**src/rtl/exec_map.svh**
```systemverilog
// register offsets, field positions and reset values of the execute block
// assumes: included by bare name from every file that needs a number
`ifndef EXEC_MAP_SVH
`define EXEC_MAP_SVH

// register port offsets
`define WORK_REG_OFS   4'h0
`define FLAGS_REG_OFS  4'h1
`define STATE_REG_OFS  4'h2

// field positions inside the flags register
`define FLAG_C_POS     0
`define FLAG_DC_POS    1
`define FLAG_Z_POS     2

// field positions inside the state register
`define STATE_SKIP_POS 0

// reset values and idle answers
`define WORK_RESET     8'h00
`define FLAGS_RESET    3'h0
`define RDATA_IDLE     8'h00

`endif

```
**src/rtl/exec_pkg.sv**
```systemverilog
// types shared by the execute datapath and its users
// assumes: the decoder drives instruction codes of type op_t
package exec_pkg;

    // decoded instruction classes handed over by the decoder
    typedef enum logic [3:0] {
        op_no_operation,
        op_add_immediate,
        op_add_working_to_file,
        op_and_immediate,
        op_and_working_with_file,
        op_bit_clear_op,
        op_bit_set_op,
        op_test_bit_skip_if_one,
        op_test_bit_skip_if_zero
    } op_t;

    // sequencer states: normal issue or the substituted idle cycle
    typedef enum logic {
        st_execute,
        st_skip_nop
    } state_t;

endpackage

```
**src/rtl/carry_adder.sv**
```systemverilog
// eight-bit adder with carry out of the top bit and of the low nibble
// assumes: purely combinational, operands stable within the cycle
`timescale 1ns/1ps

module carry_adder #(
    parameter int DATA_W = 8
) (
    // operands
    input  wire logic [DATA_W-1:0] a,
    input  wire logic [DATA_W-1:0] b,
    // results
    output logic      [DATA_W-1:0] sum,
    output logic                   carry_out,
    output logic                   digit_carry_out
);

    logic [DATA_W:0] full_sum;
    logic [4:0]      low_sum;

    // full width sum keeps the top carry, nibble sum the half carry
    assign full_sum        = {1'b0, a} + {1'b0, b};
    assign low_sum         = {1'b0, a[3:0]} + {1'b0, b[3:0]};
    assign sum             = full_sum[DATA_W-1:0];
    assign carry_out       = full_sum[DATA_W];
    assign digit_carry_out = low_sum[4];

endmodule

```
**src/rtl/bit_select_unit.sv**
```systemverilog
// single bit clear, set and test on one operand byte
// assumes: purely combinational, index always within the byte
`timescale 1ns/1ps

module bit_select_unit #(
    parameter int DATA_W = 8,
    parameter int IDX_W  = 3
) (
    // operand and bit position
    input  wire logic [DATA_W-1:0] value,
    input  wire logic [IDX_W-1:0]  bit_idx,
    // results
    output logic      [DATA_W-1:0] cleared,
    output logic      [DATA_W-1:0] set,
    output logic                   tested
);

    logic [DATA_W-1:0] one_hot;

    // one-hot mask picks the bit, the rest of the byte passes untouched
    assign one_hot = DATA_W'(1) << bit_idx;
    assign cleared = value & ~one_hot;
    assign set     = value | one_hot;
    assign tested  = value[bit_idx];

endmodule

```
**src/rtl/add_and_bit_ops_execute.sv**
```systemverilog
// execute stage for add, and, bit clear/set and bit test-and-skip
// assumes: decoder offers one decoded instruction per cycle; file array
// reads asynchronously and writes on the edge where file_we is high
`timescale 1ns/1ps
`include "exec_map.svh"

module add_and_bit_ops_execute #(
    parameter int DATA_W  = 8,
    parameter int FADDR_W = 7,
    parameter int IDX_W   = 3,
    parameter int RADDR_W = 4
) (
    // clock and reset
    input  wire logic                 sys_clk,
    input  wire logic                 arst_n,
    // decoded instruction from the decoder
    input  wire logic                 instr_valid,
    input  wire exec_pkg::op_t        instr_op,
    input  wire logic [DATA_W-1:0]    instr_literal,
    input  wire logic [FADDR_W-1:0]   instr_file_addr,
    input  wire logic                 instr_dest,
    input  wire logic [IDX_W-1:0]     instr_bit_idx,
    // file register array
    input  wire logic [DATA_W-1:0]    file_rdata,
    output logic                      file_we,
    output logic      [FADDR_W-1:0]   file_waddr,
    output logic      [DATA_W-1:0]    file_wdata,
    // sequencing and status
    output logic                      skip_nop,
    output logic      [DATA_W-1:0]    work_value,
    output logic                      carry_flag,
    output logic                      digit_carry_flag,
    output logic                      zero_flag,
    // register port
    input  wire logic [RADDR_W-1:0]   reg_addr,
    input  wire logic [DATA_W-1:0]    reg_wdata,
    input  wire logic                 reg_wr,
    input  wire logic                 reg_rd,
    output logic      [DATA_W-1:0]    reg_rdata
);

    ////////////////////////////////////////////////////////////////////////
    // state

    exec_pkg::state_t  state_reg;
    exec_pkg::state_t  state_next;
    logic [DATA_W-1:0] work_reg;
    logic [DATA_W-1:0] work_next;
    logic [2:0]        flags_reg;
    logic [2:0]        flags_next;
    logic              file_we_reg;
    logic              file_we_next;
    logic [FADDR_W-1:0] file_waddr_reg;
    logic [DATA_W-1:0] file_wdata_reg;
    logic [DATA_W-1:0] file_wdata_next;
    logic [DATA_W-1:0] rdata_reg;
    logic [DATA_W-1:0] rdata_next;

    // result is zero over the full byte
    function automatic logic is_zero(input logic [DATA_W-1:0] v);
        is_zero = (v == '0);
    endfunction

    ////////////////////////////////////////////////////////////////////////
    // decode

    wire take       = instr_valid && (state_reg == exec_pkg::st_execute);
    wire op_add_imm = (instr_op == exec_pkg::op_add_immediate);
    wire op_add_fil = (instr_op == exec_pkg::op_add_working_to_file);
    wire op_and_imm = (instr_op == exec_pkg::op_and_immediate);
    wire op_and_fil = (instr_op == exec_pkg::op_and_working_with_file);
    wire op_bclr    = (instr_op == exec_pkg::op_bit_clear_op);
    wire op_bset    = (instr_op == exec_pkg::op_bit_set_op);
    wire op_t_one   = (instr_op == exec_pkg::op_test_bit_skip_if_one);
    wire op_t_zero  = (instr_op == exec_pkg::op_test_bit_skip_if_zero);
    wire is_add     = op_add_imm || op_add_fil;
    wire is_and     = op_and_imm || op_and_fil;
    wire is_imm     = op_add_imm || op_and_imm;
    wire is_reg_alu = op_add_fil || op_and_fil;

    ////////////////////////////////////////////////////////////////////////
    // operands and datapath

    // forward a write still in flight: the array only takes it next edge
    wire fwd_hit = file_we_reg && (file_waddr_reg == instr_file_addr);
    wire [DATA_W-1:0] file_operand = fwd_hit ? file_wdata_reg : file_rdata;
    wire [DATA_W-1:0] opnd_b = is_imm ? instr_literal : file_operand;

    wire [DATA_W-1:0] add_sum;
    wire              add_c;
    wire              add_dc;
    wire [DATA_W-1:0] bit_cleared;
    wire [DATA_W-1:0] bit_set;
    wire              bit_tested;

    carry_adder #(
        .DATA_W          (DATA_W)
    ) u_adder (
        .a               (work_reg),
        .b               (opnd_b),
        .sum             (add_sum),
        .carry_out       (add_c),
        .digit_carry_out (add_dc)
    );

    bit_select_unit #(
        .DATA_W  (DATA_W),
        .IDX_W   (IDX_W)
    ) u_bits (
        .value   (file_operand),
        .bit_idx (instr_bit_idx),
        .cleared (bit_cleared),
        .set     (bit_set),
        .tested  (bit_tested)
    );

    // arithmetic or logic result, one of them per instruction
    wire [DATA_W-1:0] and_res = work_reg & opnd_b;
    wire [DATA_W-1:0] alu_res = is_add ? add_sum : and_res;

    // destination routing for byte operations
    wire alu_to_work = take && (is_imm || (is_reg_alu && !instr_dest));
    wire alu_to_file = take && is_reg_alu && instr_dest;
    wire bit_write   = take && (op_bclr || op_bset);

    // a true test throws away the next instruction
    wire skip_taken = take && ((op_t_one && bit_tested) ||
                               (op_t_zero && !bit_tested));

    ////////////////////////////////////////////////////////////////////////
    // next values

    wire bus_wr_work  = reg_wr && (reg_addr == `WORK_REG_OFS);
    wire bus_wr_flags = reg_wr && (reg_addr == `FLAGS_REG_OFS);

    // execution wins over a software write in the same cycle
    assign work_next = alu_to_work ? alu_res :
                       bus_wr_work ? reg_wdata : work_reg;

    // adds touch all three flags, ands only zero, bit ops none
    assign flags_next[`FLAG_C_POS] =
        (take && is_add) ? add_c :
        bus_wr_flags ? reg_wdata[`FLAG_C_POS] : flags_reg[`FLAG_C_POS];
    assign flags_next[`FLAG_DC_POS] =
        (take && is_add) ? add_dc :
        bus_wr_flags ? reg_wdata[`FLAG_DC_POS] : flags_reg[`FLAG_DC_POS];
    assign flags_next[`FLAG_Z_POS] =
        (take && (is_add || is_and)) ? is_zero(alu_res) :
        bus_wr_flags ? reg_wdata[`FLAG_Z_POS] : flags_reg[`FLAG_Z_POS];

    // tests never write: only alu-to-file and bit ops raise the strobe
    assign file_we_next    = alu_to_file || bit_write;
    assign file_wdata_next = op_bclr ? bit_cleared :
                             op_bset ? bit_set : alu_res;

    // register port read decode, answer is zero when nothing is read
    wire [DATA_W-1:0] state_word =
        DATA_W'(state_reg == exec_pkg::st_skip_nop) << `STATE_SKIP_POS;
    assign rdata_next =
        !reg_rd ? `RDATA_IDLE :
        (reg_addr == `WORK_REG_OFS)  ? work_reg :
        (reg_addr == `FLAGS_REG_OFS) ? DATA_W'(flags_reg) :
        (reg_addr == `STATE_REG_OFS) ? state_word : `RDATA_IDLE;

    ////////////////////////////////////////////////////////////////////////
    // sequencer

    // the cycle after a true test is the substituted idle cycle
    always_comb
    begin
        state_next = state_reg;
        unique case (state_reg)
            exec_pkg::st_execute:
            begin
                if (skip_taken)
                    state_next = exec_pkg::st_skip_nop;
            end
            exec_pkg::st_skip_nop:
            begin
                state_next = exec_pkg::st_execute;
            end
        endcase
    end

    ////////////////////////////////////////////////////////////////////////
    // registers

    // state and programmer-visible registers
    always_ff @(posedge sys_clk or negedge arst_n)
    begin
        if (!arst_n)
        begin
            state_reg <= exec_pkg::st_execute;
            work_reg  <= `WORK_RESET;
            flags_reg <= `FLAGS_RESET;
            rdata_reg <= `RDATA_IDLE;
        end
        else
        begin
            state_reg <= state_next;
            work_reg  <= work_next;
            flags_reg <= flags_next;
            rdata_reg <= rdata_next;
        end
    end

    // file write port, one cycle strobe with address and data
    always_ff @(posedge sys_clk or negedge arst_n)
    begin
        if (!arst_n)
        begin
            file_we_reg    <= 1'b0;
            file_waddr_reg <= '0;
            file_wdata_reg <= '0;
        end
        else
        begin
            file_we_reg    <= file_we_next;
            file_waddr_reg <= instr_file_addr;
            file_wdata_reg <= file_wdata_next;
        end
    end

    assign file_we          = file_we_reg;
    assign file_waddr       = file_waddr_reg;
    assign file_wdata       = file_wdata_reg;
    assign skip_nop         = (state_reg == exec_pkg::st_skip_nop);
    assign work_value       = work_reg;
    assign carry_flag       = flags_reg[`FLAG_C_POS];
    assign digit_carry_flag = flags_reg[`FLAG_DC_POS];
    assign zero_flag        = flags_reg[`FLAG_Z_POS];
    assign reg_rdata        = rdata_reg;

    // independent reference for the carries
    wire [DATA_W:0] chk_sum9 = {1'b0, work_reg} + {1'b0, opnd_b};
    wire [4:0]      chk_low5 = {1'b0, work_reg[3:0]} + {1'b0, opnd_b[3:0]};
    wire            chk_c    = chk_sum9[DATA_W];
    wire            chk_dc   = chk_low5[4];
    wire [DATA_W-1:0] chk_res = chk_sum9[DATA_W-1:0];
    wire            test_op  = take && (op_t_one || op_t_zero);
endmodule

```
**config.mk**
```make
export PLATFORM = sky130hd
export DESIGN_NAME = add_and_bit_ops_execute
export DESIGN_NICKNAME = d
export VERILOG_FILES = /design/src/rtl/exec_pkg.sv /design/src/rtl/carry_adder.sv /design/src/rtl/bit_select_unit.sv /design/src/rtl/add_and_bit_ops_execute.sv
export VERILOG_INCLUDE_DIRS = /design/src /design/src/rtl
export SDC_FILE = /design/constraint.sdc
export NUM_CORES = 1
export LEC_CHECK = 0
export ABC_AREA = 1
export BUFFER_PORTS_ARGS = -buffer_cell sky130_fd_sc_hd__clkbuf_2
export CORE_UTILIZATION = 55
export DETAILED_ROUTE_END_ITERATION = 16
export PLACE_DENSITY = 0.83
export SYNTH_ARGS = -nofsm -noshare
export SYNTH_HDL_FRONTEND = slang
export SYNTH_SLANG_ARGS = --single-unit
```
**constraint.sdc**
```tcl
create_clock -name sys_clk -period 5.5 [get_ports sys_clk]
set_input_delay 0.55 -clock sys_clk [delete_from_list [all_inputs] [get_ports sys_clk]]
set_output_delay 0.55 -clock sys_clk [all_outputs]
set_load 0.02 [all_outputs]
```
## Yosys cells after proc, flatten, opt, wreduce, memory -nomap -nowiden

Index checks and enable logic that the tools add are counted.

| word-level totals | value |
|---|---|
| bits in registers | 36 |
| output and inout port bits | 36 |

| cells by class | value |
|---|---|
| add/subtract/negate cells | 2 |
| order comparisons | 1 |
| equality and inequality tests | 11 |
| shift operators | 1 |
| multiplexer cells | 21 |
| bitwise logic cells | 5 |
| reduce and logical (&&, ||, !) cells | 30 |

Operators with widths:

| operator | number |
|---|---|
| $mux W8 | 9 |
| $and A8 B8 Y8 | 2 |
| $eq A4 B3 Y1 const B | 4 |
| $logic_and A1 B1 Y1 | 14 |
| $eq A4 B2 Y1 const B | 3 |
| $add A8 B8 Y9 | 1 |
| $logic_or A1 B1 Y1 | 9 |
| $mux W1 | 9 |
| $eq A4 B1 Y1 const B | 2 |
| $logic_not A8 Y1 | 1 |
| $not A8 Y8 | 1 |
| $or A8 B8 Y8 | 1 |
| $shl A1 B3 Y8 const A | 1 |
| $eq A7 B7 Y1 | 1 |
| $reduce_bool A2 Y1 | 3 |
| $add A4 B4 Y5 | 1 |
| $eq A4 B4 Y1 const B | 1 |
| $logic_not A4 Y1 | 1 |
| $lt A3 B4 Y1 const B | 1 |
| $bmux W1 S3 | 1 |
| $mux W3 | 1 |
| $logic_not A1 Y1 | 2 |
| $pmux W1 S2 | 1 |
| $not A1 Y1 | 1 |

## Depth between registers and ports, before layout

| depth | value |
|---|---|
| depth in word-level cells | 11 |
| mapped depth | 26 |
| mapped depth without buffers | 25 |

## Modules after synthesis

A second synthesis with hierarchy kept.

| second synthesis, totals | value |
|---|---|
| cells, all modules | 448 |
| area total of the unflattened synthesis | 2891.5 um2 |

By module, submodules not included:

| module | times used | cells an instance | area each (um2) | seq. area each (um2) |
|---|---|---|---|---|
| add_and_bit_ops_execute | 1 | 325 | 2257.2 | 900.9 |
| carry_adder | 1 | 61 | 365.4 | 0.0 |
| bit_select_unit | 1 | 62 | 269.0 | 0.0 |

## Worst setup path before layout

No wires, ideal clock.

| path | value |
|---|---|
| path type | input to register |
| start | input port instr_file_addr[4] |
| end | register file_wdata_reg[6], in the netlist file_wdata[6] |
| library setup time | 113 ps |
| arrival time | 2998 ps |
| data required time | 5387 ps |
| path slack | 2389 ps |
| stages on the path | 24 |
| buffers on the path | 1 |
| cell sequence | inv_1 nand2_1 nand2_1 nand2_1 nor2_4 nand2_4 buf_6 nand2_1 and2_1 nand2_1 nand2_1 ha_1 inv_1 fa_1 inv_1 a21oi_1 o21ai_0 nand3_1 nand3_1 nand3_1 o21ai_1 nand2_1 nand2_1 inv_1 |

| on the way | value |
|---|---|
| longest elaborated chain between the ends | 8 |
| elaborated cells between the ends (all ways) | 11 |
| classes of those cells | add/sub (1); eq/ne (1); mux (5); bitwise (3); reduce/logical (1) |

RTL lines:

| what | RTL line | RTL |
|---|---|---|
| start, declared | add_and_bit_ops_execute.sv:20 | `input wire logic [FADDR_W-1:0] instr_file_addr,` |
| $eq A7 B7 Y1 (*) | add_and_bit_ops_execute.sv:85 | `wire fwd_hit = file_we_reg && (file_waddr_reg == instr_file_addr);` |
| $logic_and A1 B1 Y1 (*) | add_and_bit_ops_execute.sv:85 |  |
| $mux W8 (*) | add_and_bit_ops_execute.sv:86 | `wire [DATA_W-1:0] file_operand = fwd_hit ? file_wdata_reg : file_rdata;` |
| $mux W8 | add_and_bit_ops_execute.sv:87 | `wire [DATA_W-1:0] opnd_b = is_imm ? instr_literal : file_operand;` |
| $add A8 B8 Y9 / $and A8 B8 Y8 (equally long branches) | -- |  |
| $mux W8 | add_and_bit_ops_execute.sv:119 | `wire [DATA_W-1:0] alu_res = is_add ? add_sum : and_res;` |
| $mux W8 | add_and_bit_ops_execute.sv:154 | `op_bset ? bit_set : alu_res;` |
| $mux W8 (*) | add_and_bit_ops_execute.sv:153 | `assign file_wdata_next = op_bclr ? bit_cleared :` |
| net file_wdata_next[6] | add_and_bit_ops_execute.sv:55 | `logic [DATA_W-1:0] file_wdata_next;` |
| end signal, assigned | add_and_bit_ops_execute.sv:220 | `file_wdata_reg <= file_wdata_next;` |
| end, declared | add_and_bit_ops_execute.sv:54 | `logic [DATA_W-1:0] file_wdata_reg;` |

Mark *: on every way through the listed nets, which the timed path passes. The rest lies on a longest branch.
A chain may end at the register's enable or synchronous reset.

## Worst setup path after layout

| path | value |
|---|---|
| start | register file_waddr_reg[5], in the netlist file_waddr[5] |
| end | register flags_reg[2] |

| on the way | value |
|---|---|
| longest elaborated chain between the ends | 8 |
| elaborated cells between the ends (all ways) | 9 |
| classes of those cells | add/sub (1); eq/ne (1); mux (4); bitwise (1); reduce/logical (2) |

RTL lines:

| what | RTL line | RTL |
|---|---|---|
| start, declared | add_and_bit_ops_execute.sv:53 | `logic [FADDR_W-1:0] file_waddr_reg;` |
| start signal, assigned | add_and_bit_ops_execute.sv:219 | `file_waddr_reg <= instr_file_addr;` |
| $eq A7 B7 Y1 (*) | add_and_bit_ops_execute.sv:85 |  |
| $logic_and A1 B1 Y1 (*) | add_and_bit_ops_execute.sv:85 |  |
| $mux W8 (*) | add_and_bit_ops_execute.sv:86 |  |
| $mux W8 (*) | add_and_bit_ops_execute.sv:87 |  |
| $add A8 B8 Y9 / $and A8 B8 Y8 (equally long branches) | -- |  |
| $mux W8 (*) | add_and_bit_ops_execute.sv:119 |  |
| $logic_not A8 Y1 (*) | add_and_bit_ops_execute.sv:61 | `is_zero = (v == '0);` |
| $mux W1 (*) | add_and_bit_ops_execute.sv:148 | `(take && (is_add \|\| is_and)) ? is_zero(alu_res) :` |
| end signal, assigned | add_and_bit_ops_execute.sv:195 | `` flags_reg <= `FLAGS_RESET; `` |
| end signal, assigned | add_and_bit_ops_execute.sv:202 | `flags_reg <= flags_next;` |
| end, declared | add_and_bit_ops_execute.sv:49 | `logic [2:0] flags_reg;` |

Every way passes the cells marked *; elsewhere a longest branch is shown, timed or not.

==> metrics.md <==
| Metric | Value |
|---|---|
| FILL cells | `417` |
| Post-Synthesis Cell Area | `2700 um^2` |
| Crit. End Element | `register` |
| Vias in the first global route | `between 2000 and 3000` |
| Vias per cell | `roughly 5.1` |
| DRT iter0 DRCs | `160` |
| Final setup TNS | `0 ns` |
| Min-delay worst type | `in -> async` |
| RSZ-0062 raised after global routing | `no` |
| Slew Viols, Final | `0` |
| Setup ws final | `just over 2 ns` |
| Hold violation count in the final report | `0` |
| Initial DRT Pass Iterations | `4` |
| Die width | `between 70 and 80 um` |
| Num CTS Buffers | `5` |
| Final Net Count | `530` |
| Port buffer count | `between 80 and 90` |
| CTS Buffer Depth | `2` |
| Power Density | `roughly 280 nW/um^2` |
| Syn nets | `~450` |
| DRT Wirelength | `6880 um` |
| CTS resizes | `0` |
| Cell Count, Final, Fillers Out | `~540` |
| Worst hold margin | `roughly 0.37 ns` |
| Leakage power | `roughly 1.8 nW` |
| Design Power | `between 0.0009 and 0.001 W` |
| First-pass GRT wire length | `11200 um` |
| Final-report setup violation count | `0` |
| CTS tree | `done` |
| DR vias | `between 2000 and 3000` |
| Initial core utilization | `57.2%` |
| Worst-path clk slew | `~0.080 ns` |
| Most common cell after layout, fill and taps aside | `nand2_1` |
| Synth cell types | `42` |
| Initial antenna violation count | `0` |
| Core ar. | `between 4000 and 5000 um^2` |
| Post-CTS Setup Bufs | `0` |
| IO Pins | `between 80 and 90` |
| CTS Sinks | `36` |
| Period utilisation layout | `between 60 and 70%` |
| Yosys reg bits | `36` |
| DR DRC count | `0` |
| Antenna-violating nets left | `0` |
| N_diodes | `0` |
| Area grow syn2layout | `20.3%` |
| Mapped Avg Cell Area | `6.97 um^2` |
| Worst Tran Pin Value | `about 0.90 ns` |
| Status | `completed` |
| H-tree levels | `2` |
| Worst Path Class, Setup | `reg -> reg` |
| Min cycle time layout | `around 3.4 ns` |
| Setup Skew | `around 0.0044 ns` |
| Die height | `a little over 70 um` |
| Pre-CTS WS | `approximately 1.9 ns` |
| Clock Root Buffer | `clkbuf_8` |
| Post-Syn Instances | `between 300 and 400` |
| Gpl congestion | `0.931` |
| Row count | `25` |
| Layout cells sized above 1 | `~30%` |
| DR WL/cell | `between 10 and 15 um` |
| CP arrival | `roughly 3.7 ns` |
| GR Util All Layers | `27.7%` |
| Synth warn | `0` |
| CTS Hold Bufs | `0` |
| FF+latch area | `901 um^2` |
| Inst Count DP | `533` |
| Detailed placement HPWL | `~5600 um` |
| Largest net degree at the start of global routing | `37` |
| Critical Path Fanout Max | `11` |
| Worst setup SP type | `register` |
| Relative slew slack | `between 30 and 40%` |
| Clock latency on the worst-skew pair | `0.29 ns` |
| Multi-input gate area | `1470 um^2` |
| Max-Cap Viols | `0` |
| Seq/Total Area, Yosys | `between 30% and 40%` |
| Total gr overflow | `0` |
| Max VDD drop | `0.000187 V` |
| Die Area | `around 5200 um^2` |
| WP data required | `5.73 ns` |
| Most frequent cells in the layout | `92 x nand2_1, 83 x clkbuf_2, 65 x inv_1` |
| Highest Clock Rate | `slightly below 300 MHz` |
-- power breakdown --
part / internal [W] / switching [W]
clock network: 0.0000884 / 0.000106
registers: 0.000305 / 0.0000355
logic: 0.000133 / 0.000236
-- through the flow --
stage                     area [um^2]  util (%)
after global placement           3170      67.0
after floorplan                  2700         -
after detailed placement         3170      67.0
after global routing             3250      68.9
final                            3250      68.9
after CTS                        3250      68.9
-- final cells by class --
| class | instances | share of cell area [%] |
|---|---|---|
| clock buffers | 5 | 2.12 |
| clock inverters | 3 | 0.577 |
| inverters | 80 | 9.23 |
| multi-input cells | 267 | 45.0 |
| flip-flops and latches | 36 | 27.7 |
| well taps | 67 | 2.58 |
| repair buffers | 83 | 12.8 |
-- final timing paths --
check | from | endpoint | slack [ns] | cells past startpoint
setup / recovery | file_waddr[5] | flags_reg[2] | 2.06 | 22
hold / removal | arst_n | file_waddr[1] | 0.37 | 1
setup reg to reg | file_waddr[5] | flags_reg[2] | 2.06 | 22
hold reg to reg | work_value[6] | reg_rdata[6] | 0.56 | 2
max in group asynchronous | arst_n | file_wdata[7] | 4.58 | 1
min in group sys_clk | instr_file_addr[2] | file_waddr[2] | 0.39 | 1
-- per-layer routing --
| metal | share of wire (%) | vias to the layer above | global-route usage, % |
|---|---|---|---|
| met3 | 6.5 | 7 | 4.86 |
| met4 | 1.1 | 0 | 5.88 |
| li1 | - | 1404 | - |
| met2 | 46 | 115 | 46.1 |
| met1 | 46 | 1259 | 37.7 |
| met5 | 0 | - | 0 |
-- Yosys cell counts, drive strengths merged --
cell / instances / area (um^2)
and2: 2 / 12.5
nand3: 31 / 160
clkinv: 2 / 7.51
nor3: 4 / 20.0
nand4: 4 / 25.0
o211ai: 5 / 47.5
fa: 1 / 20.0
ha: 8 / 100
or2: 1 / 6.26
nand3b: 5 / 37.5
o32ai: 2 / 17.5
o21ai: 33 / 195
a32oi: 1 / 8.76
a221oi: 2 / 23.8
nor2: 41 / 194
inv: 78 / 293
o22ai: 3 / 18.8
a31oi: 1 / 6.26
clkbuf: 2 / 7.51
o221ai: 1 / 15.0
dfrtp: 36 / 901
a21oi: 11 / 66.3
nand2: 105 / 442
nor3b: 1 / 7.51
o21a: 1 / 7.51
xor2: 1 / 8.76
buf: 3 / 30.0
xnor2: 2 / 17.5
o31ai: 1 / 7.51
-- critical path, cell delays in order (launching register included) --
cell and delay, ns:
dfrtp_1 0.40, inv_1 0.06, nand2_1 0.04, nand2_1 0.05, nand2_1 0.08, nor2_4 0.23, nand2_4 0.15, nand2_1 0.11
and2_1 0.20, nand2_1 0.07, nand2_1 0.06, ha_1 0.15, inv_1 0.07, fa_1 0.38, inv_1 0.09, a21oi_1 0.06
o21ai_0 0.39, nand3_1 0.19, nand3_1 0.11, nand3_1 0.08, o21ai_1 0.19, nand4_1 0.14, nand2_1 0.08
-- cells by family (layout without fill, tap and decap cells) --
family	count (synthesis)	after routing	share of synthesized area, %
buffers and inverters	85	171	12.5
AOI/OAI and AO/OA	61	61	15.3
DFF	36	36	33.3
and+or+nand+nor	194	194	33.5
adders and majority gates	9	9	4.44
xor gates and xnor gates	3	3	0.972
(Power assumes the default switching activity.)
